==> src/loader_pkg.sv <==
// Shared constants and types for the flash image configuration loader
package loader_pkg;
    localparam int unsigned CLK_PERIOD_NS      = 40;
    localparam int unsigned REQ_LOW_NS         = 500;
    localparam int unsigned STATUS_TIMEOUT_NS  = 100000;
    localparam int unsigned BIT_HALF_NS        = 160;
    localparam int unsigned FLASH_ACCESS_NS    = 120;
    localparam int unsigned REQ_LOW_CYC        = (REQ_LOW_NS + CLK_PERIOD_NS - 1) / CLK_PERIOD_NS;
    localparam int unsigned STATUS_TIMEOUT_CYC = STATUS_TIMEOUT_NS / CLK_PERIOD_NS;
    localparam int unsigned BIT_HALF_CYC       = (BIT_HALF_NS + CLK_PERIOD_NS - 1) / CLK_PERIOD_NS;
    localparam int unsigned SYNC_STAGES        = 2;
    localparam int unsigned FLASH_WAIT_CYC     = (FLASH_ACCESS_NS + CLK_PERIOD_NS - 1) / CLK_PERIOD_NS + SYNC_STAGES;
    localparam int unsigned BOOT_WAIT_CYC      = SYNC_STAGES + 1;
    localparam int unsigned CNT_W              = 12;
    localparam int unsigned FLASH_AW           = 25;
    localparam int unsigned WORD_W             = 16;
    localparam int unsigned BIT_CNT_W          = 4;

    // Word addresses of the three hardware pages
    localparam logic [FLASH_AW-1:0] PAGE0_BASE = 25'h0010000;
    localparam logic [FLASH_AW-1:0] PAGE1_BASE = 25'h0320000;
    localparam logic [FLASH_AW-1:0] PAGE2_BASE = 25'h0630000;
    localparam int unsigned PAGE_WORDS_DEFAULT = 32'h0310000;

    // Register byte offsets
    localparam logic [7:0] REG_CTRL     = 8'h00;
    localparam logic [7:0] REG_STATUS   = 8'h04;
    localparam logic [7:0] REG_IRQ_STAT = 8'h08;
    localparam logic [7:0] REG_IRQ_MASK = 8'h0c;
    localparam logic [7:0] REG_JTAG     = 8'h10;

    // Field positions
    localparam int unsigned CTRL_START   = 0;
    localparam int unsigned IRQ_DONE     = 0;
    localparam int unsigned IRQ_ERROR    = 1;
    localparam int unsigned IRQ_W        = 2;
    localparam int unsigned JTAG_TCK     = 0;
    localparam int unsigned JTAG_TMS     = 1;
    localparam int unsigned JTAG_TDI     = 2;
    localparam int unsigned JTAG_TDO     = 3;

    localparam logic [2:0] IND_RESET = 3'h6;

    typedef enum logic [2:0] {
        ST_BOOT  = 3'h0,
        ST_IDLE  = 3'h1,
        ST_REQ   = 3'h3,
        ST_WSTAT = 3'h2,
        ST_FETCH = 3'h6,
        ST_SHIFT = 3'h7,
        ST_DONE  = 3'h5,
        ST_ERROR = 3'h4
    } load_state_t;

    typedef struct packed {
        logic [FLASH_AW-1:0] addr;
        logic                ce_n;
        logic                oe_n;
    } flash_req_t;

    typedef struct packed {
        logic request_n;
        logic bit_clock;
        logic serial_data;
    } cfg_pins_t;

    typedef struct packed {
        logic tck;
        logic tms;
        logic tdi;
        logic oe;
    } jtag_pins_t;
endpackage : loader_pkg

==> src/flash_image_loader.sv <==
// Flash image loader: page select, passive serial configuration, APB registers
//
// The register offsets and the APB register port were left to the implementer.
`timescale 1ns/1ps
`default_nettype none
module flash_image_loader import loader_pkg::*; #(
    parameter int unsigned PAGE_WORDS = PAGE_WORDS_DEFAULT
) (
    // Clock and reset button
    input  wire logic              pclk,
    input  wire logic              presetn,
    // APB slave
    input  wire logic              psel,
    input  wire logic              penable,
    input  wire logic              pwrite,
    input  wire logic [7:0]        paddr,
    input  wire logic [31:0]       pwdata,
    output logic      [31:0]       prdata,
    output logic                   pready,
    output logic                   pslverr,
    output logic                   irq,
    // Buttons, switch, jumper
    input  wire logic              image_load_button_n,
    input  wire logic              image_select_button_n,
    input  wire logic              boot_image_switch,
    input  wire logic              jtag_takeover_jumper_n,
    // Indicators
    output logic                   page_indicator_0_n,
    output logic                   page_indicator_1_n,
    output logic                   page_indicator_2_n,
    output logic                   load_active_led,
    output logic                   load_error_led,
    output logic                   factory_led,
    // Flash
    output flash_req_t             flash,
    input  wire logic [WORD_W-1:0] flash_data,
    // Target configuration pins
    output cfg_pins_t              cfg,
    input  wire logic              config_status_n,
    input  wire logic              config_done_flag,
    // Target JTAG takeover
    output jtag_pins_t             jtag,
    input  wire logic              jtag_tdo
);
    localparam int unsigned NIN = 7;

    logic [NIN-1:0]      raw_in;
    logic [NIN-1:0]      sync_in;
    logic [WORD_W-1:0]   data_sync;
    logic                load_n_s, sel_n_s, boot_sw, jumper_n_s, status_n_s, done_s, tdo_s;
    logic                load_n_d, sel_n_d, load_press, sel_press;
    load_state_t         st;
    logic [CNT_W-1:0]    cnt;
    logic [2:0]          ind_n;
    logic [1:0]          load_page;
    logic [FLASH_AW-1:0] addr;
    logic [31:0]         words_left;
    logic [WORD_W-1:0]   shreg;
    logic [BIT_CNT_W-1:0] bit_cnt;
    logic                sw_start, ce_n, oe_n, req_n, bit_clk, ser_data, jtag_oe;
    logic [IRQ_W-1:0]    irq_stat, irq_mask;
    logic [2:0]          jtag_out;
    logic                rd_acc, wr_acc, addr_ok, start_load;
    logic [IRQ_W-1:0]    events;

    assign raw_in = {image_load_button_n, image_select_button_n, boot_image_switch, jtag_takeover_jumper_n,
                     config_status_n, config_done_flag, jtag_tdo};
    assign {load_n_s, sel_n_s, boot_sw, jumper_n_s, status_n_s, done_s, tdo_s} = sync_in;

    sync_stages #(.W(NIN), .INIT(7'h7c)) u_sync_pins (
        .pclk    (pclk),
        .presetn (presetn),
        .d       (raw_in),
        .q       (sync_in)
    );

    sync_stages #(.W(WORD_W), .INIT('0)) u_sync_data (
        .pclk    (pclk),
        .presetn (presetn),
        .d       (flash_data),
        .q       (data_sync)
    );

    // Button press edges
    always_ff @(posedge pclk or negedge presetn) begin
        if (!presetn) begin
            load_n_d <= 1'b1;
            sel_n_d  <= 1'b1;
        end else begin
            load_n_d <= load_n_s;
            sel_n_d  <= sel_n_s;
        end
    end
    assign load_press = load_n_d & ~load_n_s;
    assign sel_press  = sel_n_d & ~sel_n_s;
    assign start_load = (st == ST_IDLE || st == ST_DONE || st == ST_ERROR) && (load_press || sw_start);

    always_ff @(posedge pclk or negedge presetn) begin
        if (!presetn) begin
            ind_n <= IND_RESET;
        end else if (st == ST_BOOT && cnt == CNT_W'(BOOT_WAIT_CYC)) begin
            ind_n <= boot_sw ? {IND_RESET[1:0], IND_RESET[2]} : IND_RESET;
        end else if (sel_press) begin
            ind_n <= {ind_n[1:0], ind_n[2]};
        end
    end
    assign page_indicator_0_n = ind_n[0];
    assign page_indicator_1_n = ind_n[1];
    assign page_indicator_2_n = ind_n[2];

    always_ff @(posedge pclk or negedge presetn) begin
        if (!presetn) begin
            st  <= ST_BOOT;
            cnt <= '0;
        end else begin
            case (st)
                ST_BOOT: begin
                    cnt <= cnt + 1'b1;
                    if (cnt == CNT_W'(BOOT_WAIT_CYC) + 1'b1) begin
                        st  <= ST_REQ;
                        cnt <= '0;
                    end
                end
                ST_IDLE, ST_DONE, ST_ERROR: begin
                    if (start_load) begin
                        st  <= ST_REQ;
                        cnt <= '0;
                    end
                end
                ST_REQ: begin
                    cnt <= cnt + 1'b1;
                    if (cnt == CNT_W'(REQ_LOW_CYC - 1)) begin
                        st  <= ST_WSTAT;
                        cnt <= '0;
                    end
                end
                ST_WSTAT: begin
                    cnt <= cnt + 1'b1;
                    if (cnt >= CNT_W'(SYNC_STAGES) && status_n_s) begin
                        st  <= ST_FETCH;
                        cnt <= '0;
                    end else if (cnt == CNT_W'(STATUS_TIMEOUT_CYC)) begin
                        st <= ST_ERROR;
                    end
                end
                ST_FETCH: begin
                    cnt <= cnt + 1'b1;
                    if (cnt == CNT_W'(FLASH_WAIT_CYC)) begin
                        st  <= ST_SHIFT;
                        cnt <= '0;
                    end
                end
                ST_SHIFT: begin
                    cnt <= (cnt == CNT_W'(BIT_HALF_CYC - 1)) ? '0 : cnt + 1'b1;
                    if (!status_n_s) begin
                        st <= ST_ERROR;
                    end else if (cnt == CNT_W'(BIT_HALF_CYC - 1) && cfg.bit_clock && bit_cnt == '1) begin
                        if (done_s) begin
                            st <= ST_DONE;
                        end else if (words_left == '0) begin
                            st <= ST_ERROR;
                        end else begin
                            st <= ST_FETCH;
                        end
                        cnt <= '0;
                    end
                end
                default: begin
                    st  <= ST_IDLE;
                    cnt <= '0;
                end
            endcase
        end
    end

    // Page latch, flash address and word count
    always_ff @(posedge pclk or negedge presetn) begin
        if (!presetn) begin
            load_page  <= 2'h0;
            addr       <= PAGE0_BASE;
            words_left <= '0;
        end else if ((st == ST_BOOT && cnt == CNT_W'(BOOT_WAIT_CYC) + 1'b1) || start_load) begin
            load_page  <= !ind_n[0] ? 2'h0 : (!ind_n[1] ? 2'h1 : 2'h2);
            addr       <= !ind_n[0] ? PAGE0_BASE : (!ind_n[1] ? PAGE1_BASE : PAGE2_BASE);
            words_left <= PAGE_WORDS;
        end else if (st == ST_FETCH && cnt == CNT_W'(FLASH_WAIT_CYC)) begin
            addr       <= addr + 1'b1;
            words_left <= words_left - 1'b1;
        end
    end
    assign flash = {addr, ce_n, oe_n};

    always_ff @(posedge pclk or negedge presetn) begin
        if (!presetn) begin
            ce_n <= 1'b1;
            oe_n <= 1'b1;
        end else begin
            ce_n <= !(st == ST_FETCH && cnt < CNT_W'(FLASH_WAIT_CYC));
            oe_n <= !(st == ST_FETCH && cnt < CNT_W'(FLASH_WAIT_CYC));
        end
    end

    always_ff @(posedge pclk or negedge presetn) begin
        if (!presetn) begin
            shreg    <= '0;
            bit_cnt  <= '0;
            bit_clk  <= 1'b0;
            ser_data <= 1'b0;
        end else if (st == ST_FETCH && cnt == CNT_W'(FLASH_WAIT_CYC)) begin
            shreg    <= data_sync >> 1;
            ser_data <= data_sync[0];
            bit_cnt  <= '0;
            bit_clk  <= 1'b0;
        end else if (st == ST_SHIFT && cnt == CNT_W'(BIT_HALF_CYC - 1)) begin
            bit_clk <= ~bit_clk;
            if (bit_clk && bit_cnt != '1) begin
                ser_data <= shreg[0];
                shreg    <= shreg >> 1;
                bit_cnt  <= bit_cnt + 1'b1;
            end
        end else if (st != ST_SHIFT) begin
            bit_clk <= 1'b0;
        end
    end

    always_ff @(posedge pclk or negedge presetn) begin
        if (!presetn) begin
            req_n <= 1'b1;
        end else begin
            req_n <= !(st == ST_BOOT && cnt == CNT_W'(BOOT_WAIT_CYC) + 1'b1) && !start_load
                     && !(st == ST_REQ && cnt != CNT_W'(REQ_LOW_CYC - 1));
        end
    end
    assign cfg = {req_n, bit_clk, ser_data};

    always_ff @(posedge pclk or negedge presetn) begin
        if (!presetn) begin
            load_active_led <= 1'b0;
            load_error_led  <= 1'b0;
            factory_led     <= 1'b0;
        end else begin
            load_active_led <= st == ST_REQ || st == ST_WSTAT || st == ST_FETCH || st == ST_SHIFT;
            if (st == ST_REQ) begin
                load_error_led <= 1'b0;
                factory_led    <= 1'b0;
            end else if (st == ST_ERROR) begin
                load_error_led <= 1'b1;
            end else if (st == ST_DONE) begin
                factory_led <= load_page == 2'h0;
            end
        end
    end

    assign jtag = {jtag_out[JTAG_TCK], jtag_out[JTAG_TMS], jtag_out[JTAG_TDI], jtag_oe};
    always_ff @(posedge pclk or negedge presetn) begin
        if (!presetn) begin
            jtag_oe <= 1'b0;
        end else begin
            jtag_oe <= !jumper_n_s;
        end
    end

    // APB slave, zero wait states
    assign pready  = 1'b1;
    assign rd_acc  = psel && penable && !pwrite;
    assign wr_acc  = psel && penable && pwrite;
    assign addr_ok = paddr == REG_CTRL || paddr == REG_STATUS || paddr == REG_IRQ_STAT
                     || paddr == REG_IRQ_MASK || paddr == REG_JTAG;
    assign pslverr = psel && penable && !addr_ok;
    assign events  = {st == ST_ERROR && load_active_led, st == ST_DONE && load_active_led};

    always_ff @(posedge pclk or negedge presetn) begin
        if (!presetn) begin
            sw_start <= 1'b0;
            irq_mask <= '0;
            jtag_out <= '0;
        end else begin
            sw_start <= wr_acc && paddr == REG_CTRL && pwdata[CTRL_START];
            if (wr_acc && paddr == REG_IRQ_MASK) begin
                irq_mask <= pwdata[IRQ_W-1:0];
            end
            if (wr_acc && paddr == REG_JTAG) begin
                jtag_out <= pwdata[JTAG_TDI:JTAG_TCK];
            end
        end
    end

    // Sticky events, read clears, set wins
    always_ff @(posedge pclk or negedge presetn) begin
        if (!presetn) begin
            irq_stat <= '0;
            irq      <= 1'b0;
        end else begin
            irq_stat <= ((rd_acc && paddr == REG_IRQ_STAT) ? '0 : irq_stat) | events;
            irq      <= |(irq_stat & irq_mask);
        end
    end

    always_ff @(posedge pclk or negedge presetn) begin
        if (!presetn) begin
            prdata <= '0;
        end else if (psel && !penable && !pwrite) begin
            case (paddr)
                REG_STATUS:   prdata <= {21'h0, tdo_s, !jumper_n_s, done_s, load_page, 3'h0,
                                         factory_led, load_error_led, load_active_led};
                REG_IRQ_STAT: prdata <= {30'h0, irq_stat | events};
                REG_IRQ_MASK: prdata <= {30'h0, irq_mask};
                REG_JTAG:     prdata <= {28'h0, tdo_s, jtag_out};
                default:      prdata <= '0;
            endcase
        end
    end
endmodule : flash_image_loader
`default_nettype wire

==> src/sync_stages.sv <==
// Two flip-flop synchroniser for inputs from outside the clock domain
`timescale 1ns/1ps
`default_nettype none
module sync_stages #(
    parameter int unsigned W = 1,
    parameter logic [W-1:0] INIT = '0
) (
    // Clock and reset
    input  wire logic         pclk,
    input  wire logic         presetn,
    // Data
    input  wire logic [W-1:0] d,
    output logic      [W-1:0] q
);
    logic [W-1:0] meta;

    always_ff @(posedge pclk or negedge presetn) begin
        if (!presetn) begin
            meta <= INIT;
            q    <= INIT;
        end else begin
            meta <= d;
            q    <= meta;
        end
    end
endmodule : sync_stages
`default_nettype wire

==> config.mk <==
export PLATFORM = sky130hd
export DESIGN_NAME = flash_image_loader
export DESIGN_NICKNAME = d
export VERILOG_FILES = /design/src/loader_pkg.sv /design/src/flash_image_loader.sv /design/src/sync_stages.sv
export SDC_FILE = /design/constraint.sdc
export NUM_CORES = 1
export LEC_CHECK = 0
export ABC_AREA = 0
export BUFFER_PORTS_ARGS = -buffer_cell sky130_fd_sc_hd__buf_2
export CAP_MARGIN = 0
export CORE_ASPECT_RATIO = 1.2
export CORE_UTILIZATION = 55
export CTS_CLUSTER_SIZE = 28
export DETAILED_ROUTE_END_ITERATION = 16
export GPL_ROUTABILITY_DRIVEN = 0
export HOLD_SLACK_MARGIN = 0.08
export PLACE_DENSITY = 0.79
export SYNTH_ARGS = -nofsm -noshare
export SYNTH_HDL_FRONTEND = slang
export SYNTH_SLANG_ARGS = --single-unit
export TNS_END_PERCENT = 10
==> constraint.sdc <==
create_clock -name pclk -period 2.8 [get_ports pclk]
set_clock_uncertainty 0.05 [all_clocks]
set_input_delay 0.56 -clock pclk [delete_from_list [all_inputs] [get_ports pclk]]
set_output_delay 0.56 -clock pclk [all_outputs]
set_load 0.005 [all_outputs]
==> results.yml <==
status:
  status: "finished clean"
clock_network:
  cts_buffers: 17
  cts_resized: 0
  clk_pin_slew_ps: 70
  post-cts-setup-buffer-count: 0
  cts_max_level: 4
  insertion_delay_ps: 430
  root_buffer: "clkbuf_16"
  cts_tree: "built"
  hold_buffers: 0
  cts.sinks: 170
  ctsLongestPathBuffers: 2
sta:
  holdWs_ps: 84.3
  max_slew.worst_pin.slew_ps: 652
  setup_viol: 0
  setup_tns_ps: 0
  hold_violations: 0
  min_period_ps: 2570
  fmax_mhz: 388
  slew_headroom_pct: 56.6
  drv_slew: 0
  rsz0062_at_grt: "false"
  finalCritPeriodShare_pct: 92.0
cells_and_area:
  final_cell_mix: "dfrtp_1, buf_2, nor2_1"
  final_net_count: 868
  final_common_cell: "dfrtp_1"
  area_growth_syn_to_layout_pct: 15.3
  fin_area_sq_um: 8710
  drive_above_1_share_pct: 22.1
  num_antenna_cells: 0
place:
  place_hpwl_microns: 10500
  post_dp_cell_area_sq_um: 8130
  io_buffers: 89
worst_setup_path:
  cp-end-kind: "register"
  cp.required_ps: 3060
  cp-start-kind: "register"
  critPathArrivalTime_ps: 2840
  crit_type: "reg -> reg"
  crit_fanout: 16
power:
  p_leak_nw: 4.11
  ir_worst_vdd_v: 0.000548
  powerDensity_nw_per_um2: 828
global_route:
  grt_pass1_wl_microns: 25100
  grt_start_max_net_pins: 74
  grt_pass1_vias: 5434
  antenna_found_initial: 0
  overflow: 0
  track_usage_pct: 23.0
detailed_routing:
  wirelength_microns: 15200
  wl_per_cell_microns: 15.6
  firstDrtPassIters: 5
  vias_per_cell: 5.54
  drtAntennaViolNets: 0
  via_count: 5400
  drc: 0
  drt_iter0_drc: 332
die:
  fp-row-count: 46
  die-area_sq_um: 14200
  ios: 143
  start_util_pct: 56.9
  core_area_sq_um: 13300
  die_y_microns: 130
  die_w_microns: 109
yosys:
  synth_ff_type: "dfrtp_1"
  yosysWarnings: 0
  synth_seq_cells: 170
  avgSynthCellArea_sq_um: 10.8
  yosysUniqueCellTypes: 58
  synthCells: 703
  synth-seq-area-share_pct: 56.5
  synth_area_sq_um: 7560
  synth_edf_count: 0
  async_flop_share_pct: 100
job:
  drv_cap: 0
min_path:
  worstHoldPathType: "in -> async"
## worst paths after layout
check | cells after the start | endpoint | slack [ps] | from
max | 7 | cnt[10] | 230 | cnt[4]
min | 1 | cnt[5] | 80 | presetn
max reg2reg | 7 | cnt[10] | 230 | cnt[4]
min reg2reg | 0 | u_sync_data.q[8] | 300 | u_sync_data.meta[8]
max in group asynchronous | 2 | u_sync_pins.meta[6] | 1830 | presetn
min in group pclk | 1 | u_sync_pins.meta[2] | 180 | config_status_n
## logic make-up after synthesis
| group | count (synthesis) | share of synthesized area (%) |
|---|---|---|
| xor+xnor | 51 | 5.91 |
| buf+inv | 70 | 5.03 |
| compound gates | 103 | 8.77 |
| mux | 25 | 3.41 |
| simple gates | 275 | 19.1 |
| fa+ha+maj | 7 | 1.16 |
| other cells | 2 | 0.0993 |
| flops | 170 | 56.5 |
## critical path: stages (launching register included)
cell      delay, ps
dfrtp_1         460
nor4_4          570
nand4_1         240
a221oi_2        410
a21oi_2          90
buf_4           210
and3_1          170
a221o_1         250
## power breakdown
group	internal [W]	switching, W	total, W	leakage (nW)
Combinational	0.000710	0.00101	0.00172	1.66
Clock	0.00127	0.00101	0.00228	0.277
Sequential	0.00285	0.000363	0.00322	2.17
Total	0.00484	0.00238	0.00722	4.11
## per-stage QoR
step	cells	utilization (%)	power, W	setup slack [ps]
after detailed placement	942	61.2	0.00495	185
after CTS	974	65.5	0.00726	152
after global placement	942	61.2	0.00485	243
after global routing	974	65.5	0.00761	70.1
final	974	65.5	0.00722	225
after floorplan	725	-	0.00439	547
## cell usage after synthesis, types with 4 or more instances
cell type / number / area share [%]
dfstp_2: 17 / 5.9
mux2i_1: 19 / 2.5
or4_1: 5 / 0.50
buf_4: 30 / 3.0
inv_1: 14 / 0.70
mux2_2: 6 / 0.89
a22o_1: 14 / 1.6
a22oi_1: 4 / 0.40
and2_1: 4 / 0.33
and4_1: 7 / 0.81
nand3b_1: 5 / 0.50
buf_2: 4 / 0.26
xnor2_1: 23 / 2.7
ha_1: 7 / 1.2
a21o_1: 11 / 1.1
or3_1: 5 / 0.41
nor3_1: 9 / 0.60
nor2_1: 80 / 4.0
o21ai_0: 41 / 2.7
nor4_1: 13 / 1.1
dfrtp_1: 153 / 51
xor2_1: 28 / 3.2
and3_1: 14 / 1.2
nand2_1: 66 / 3.3
nand3_1: 24 / 1.6
clkbuf_1: 22 / 1.1
nor2b_1: 4 / 0.33
nand4_1: 15 / 1.2
a21oi_1: 16 / 1.1
## area by class of cell
cell class              instances  area, sq um
clock inverters                13          135
clock buffers                  19          443
repair buffers                105          584
well taps                     168          210
multi-input cells             485         3010
fillers                      1038         4580
flip-flops and latches        170         4280
inverters                      14         52.6
## state kept, by name, indices dropped and copies added (netlist names), 2 cells and up
signal,count
bit_cnt,4
jtag_out,3
u_sync_data.q,16
u_sync_pins.meta,7
irq_mask,2
st,3
words_left,32
cnt,12
addr,25
u_sync_pins.q,7
ind_n,3
shreg,15
load_page,2
irq_stat,2
u_sync_data.meta,16
prdata,9
## per-layer routing
| metal | global-route usage [%] | share of wire [%] | vias up |
|---|---|---|---|
| met3 | 4.91 | 3.7 | 26 |
| met5 | 0 | 0 | - |
| met4 | 9.06 | 1.9 | 0 |
| met2 | 41.1 | 53 | 140 |
| li1 | - | - | 2560 |
| met1 | 26.7 | 41 | 2674 |
Note: power is estimated with default switching activity, not from simulation.
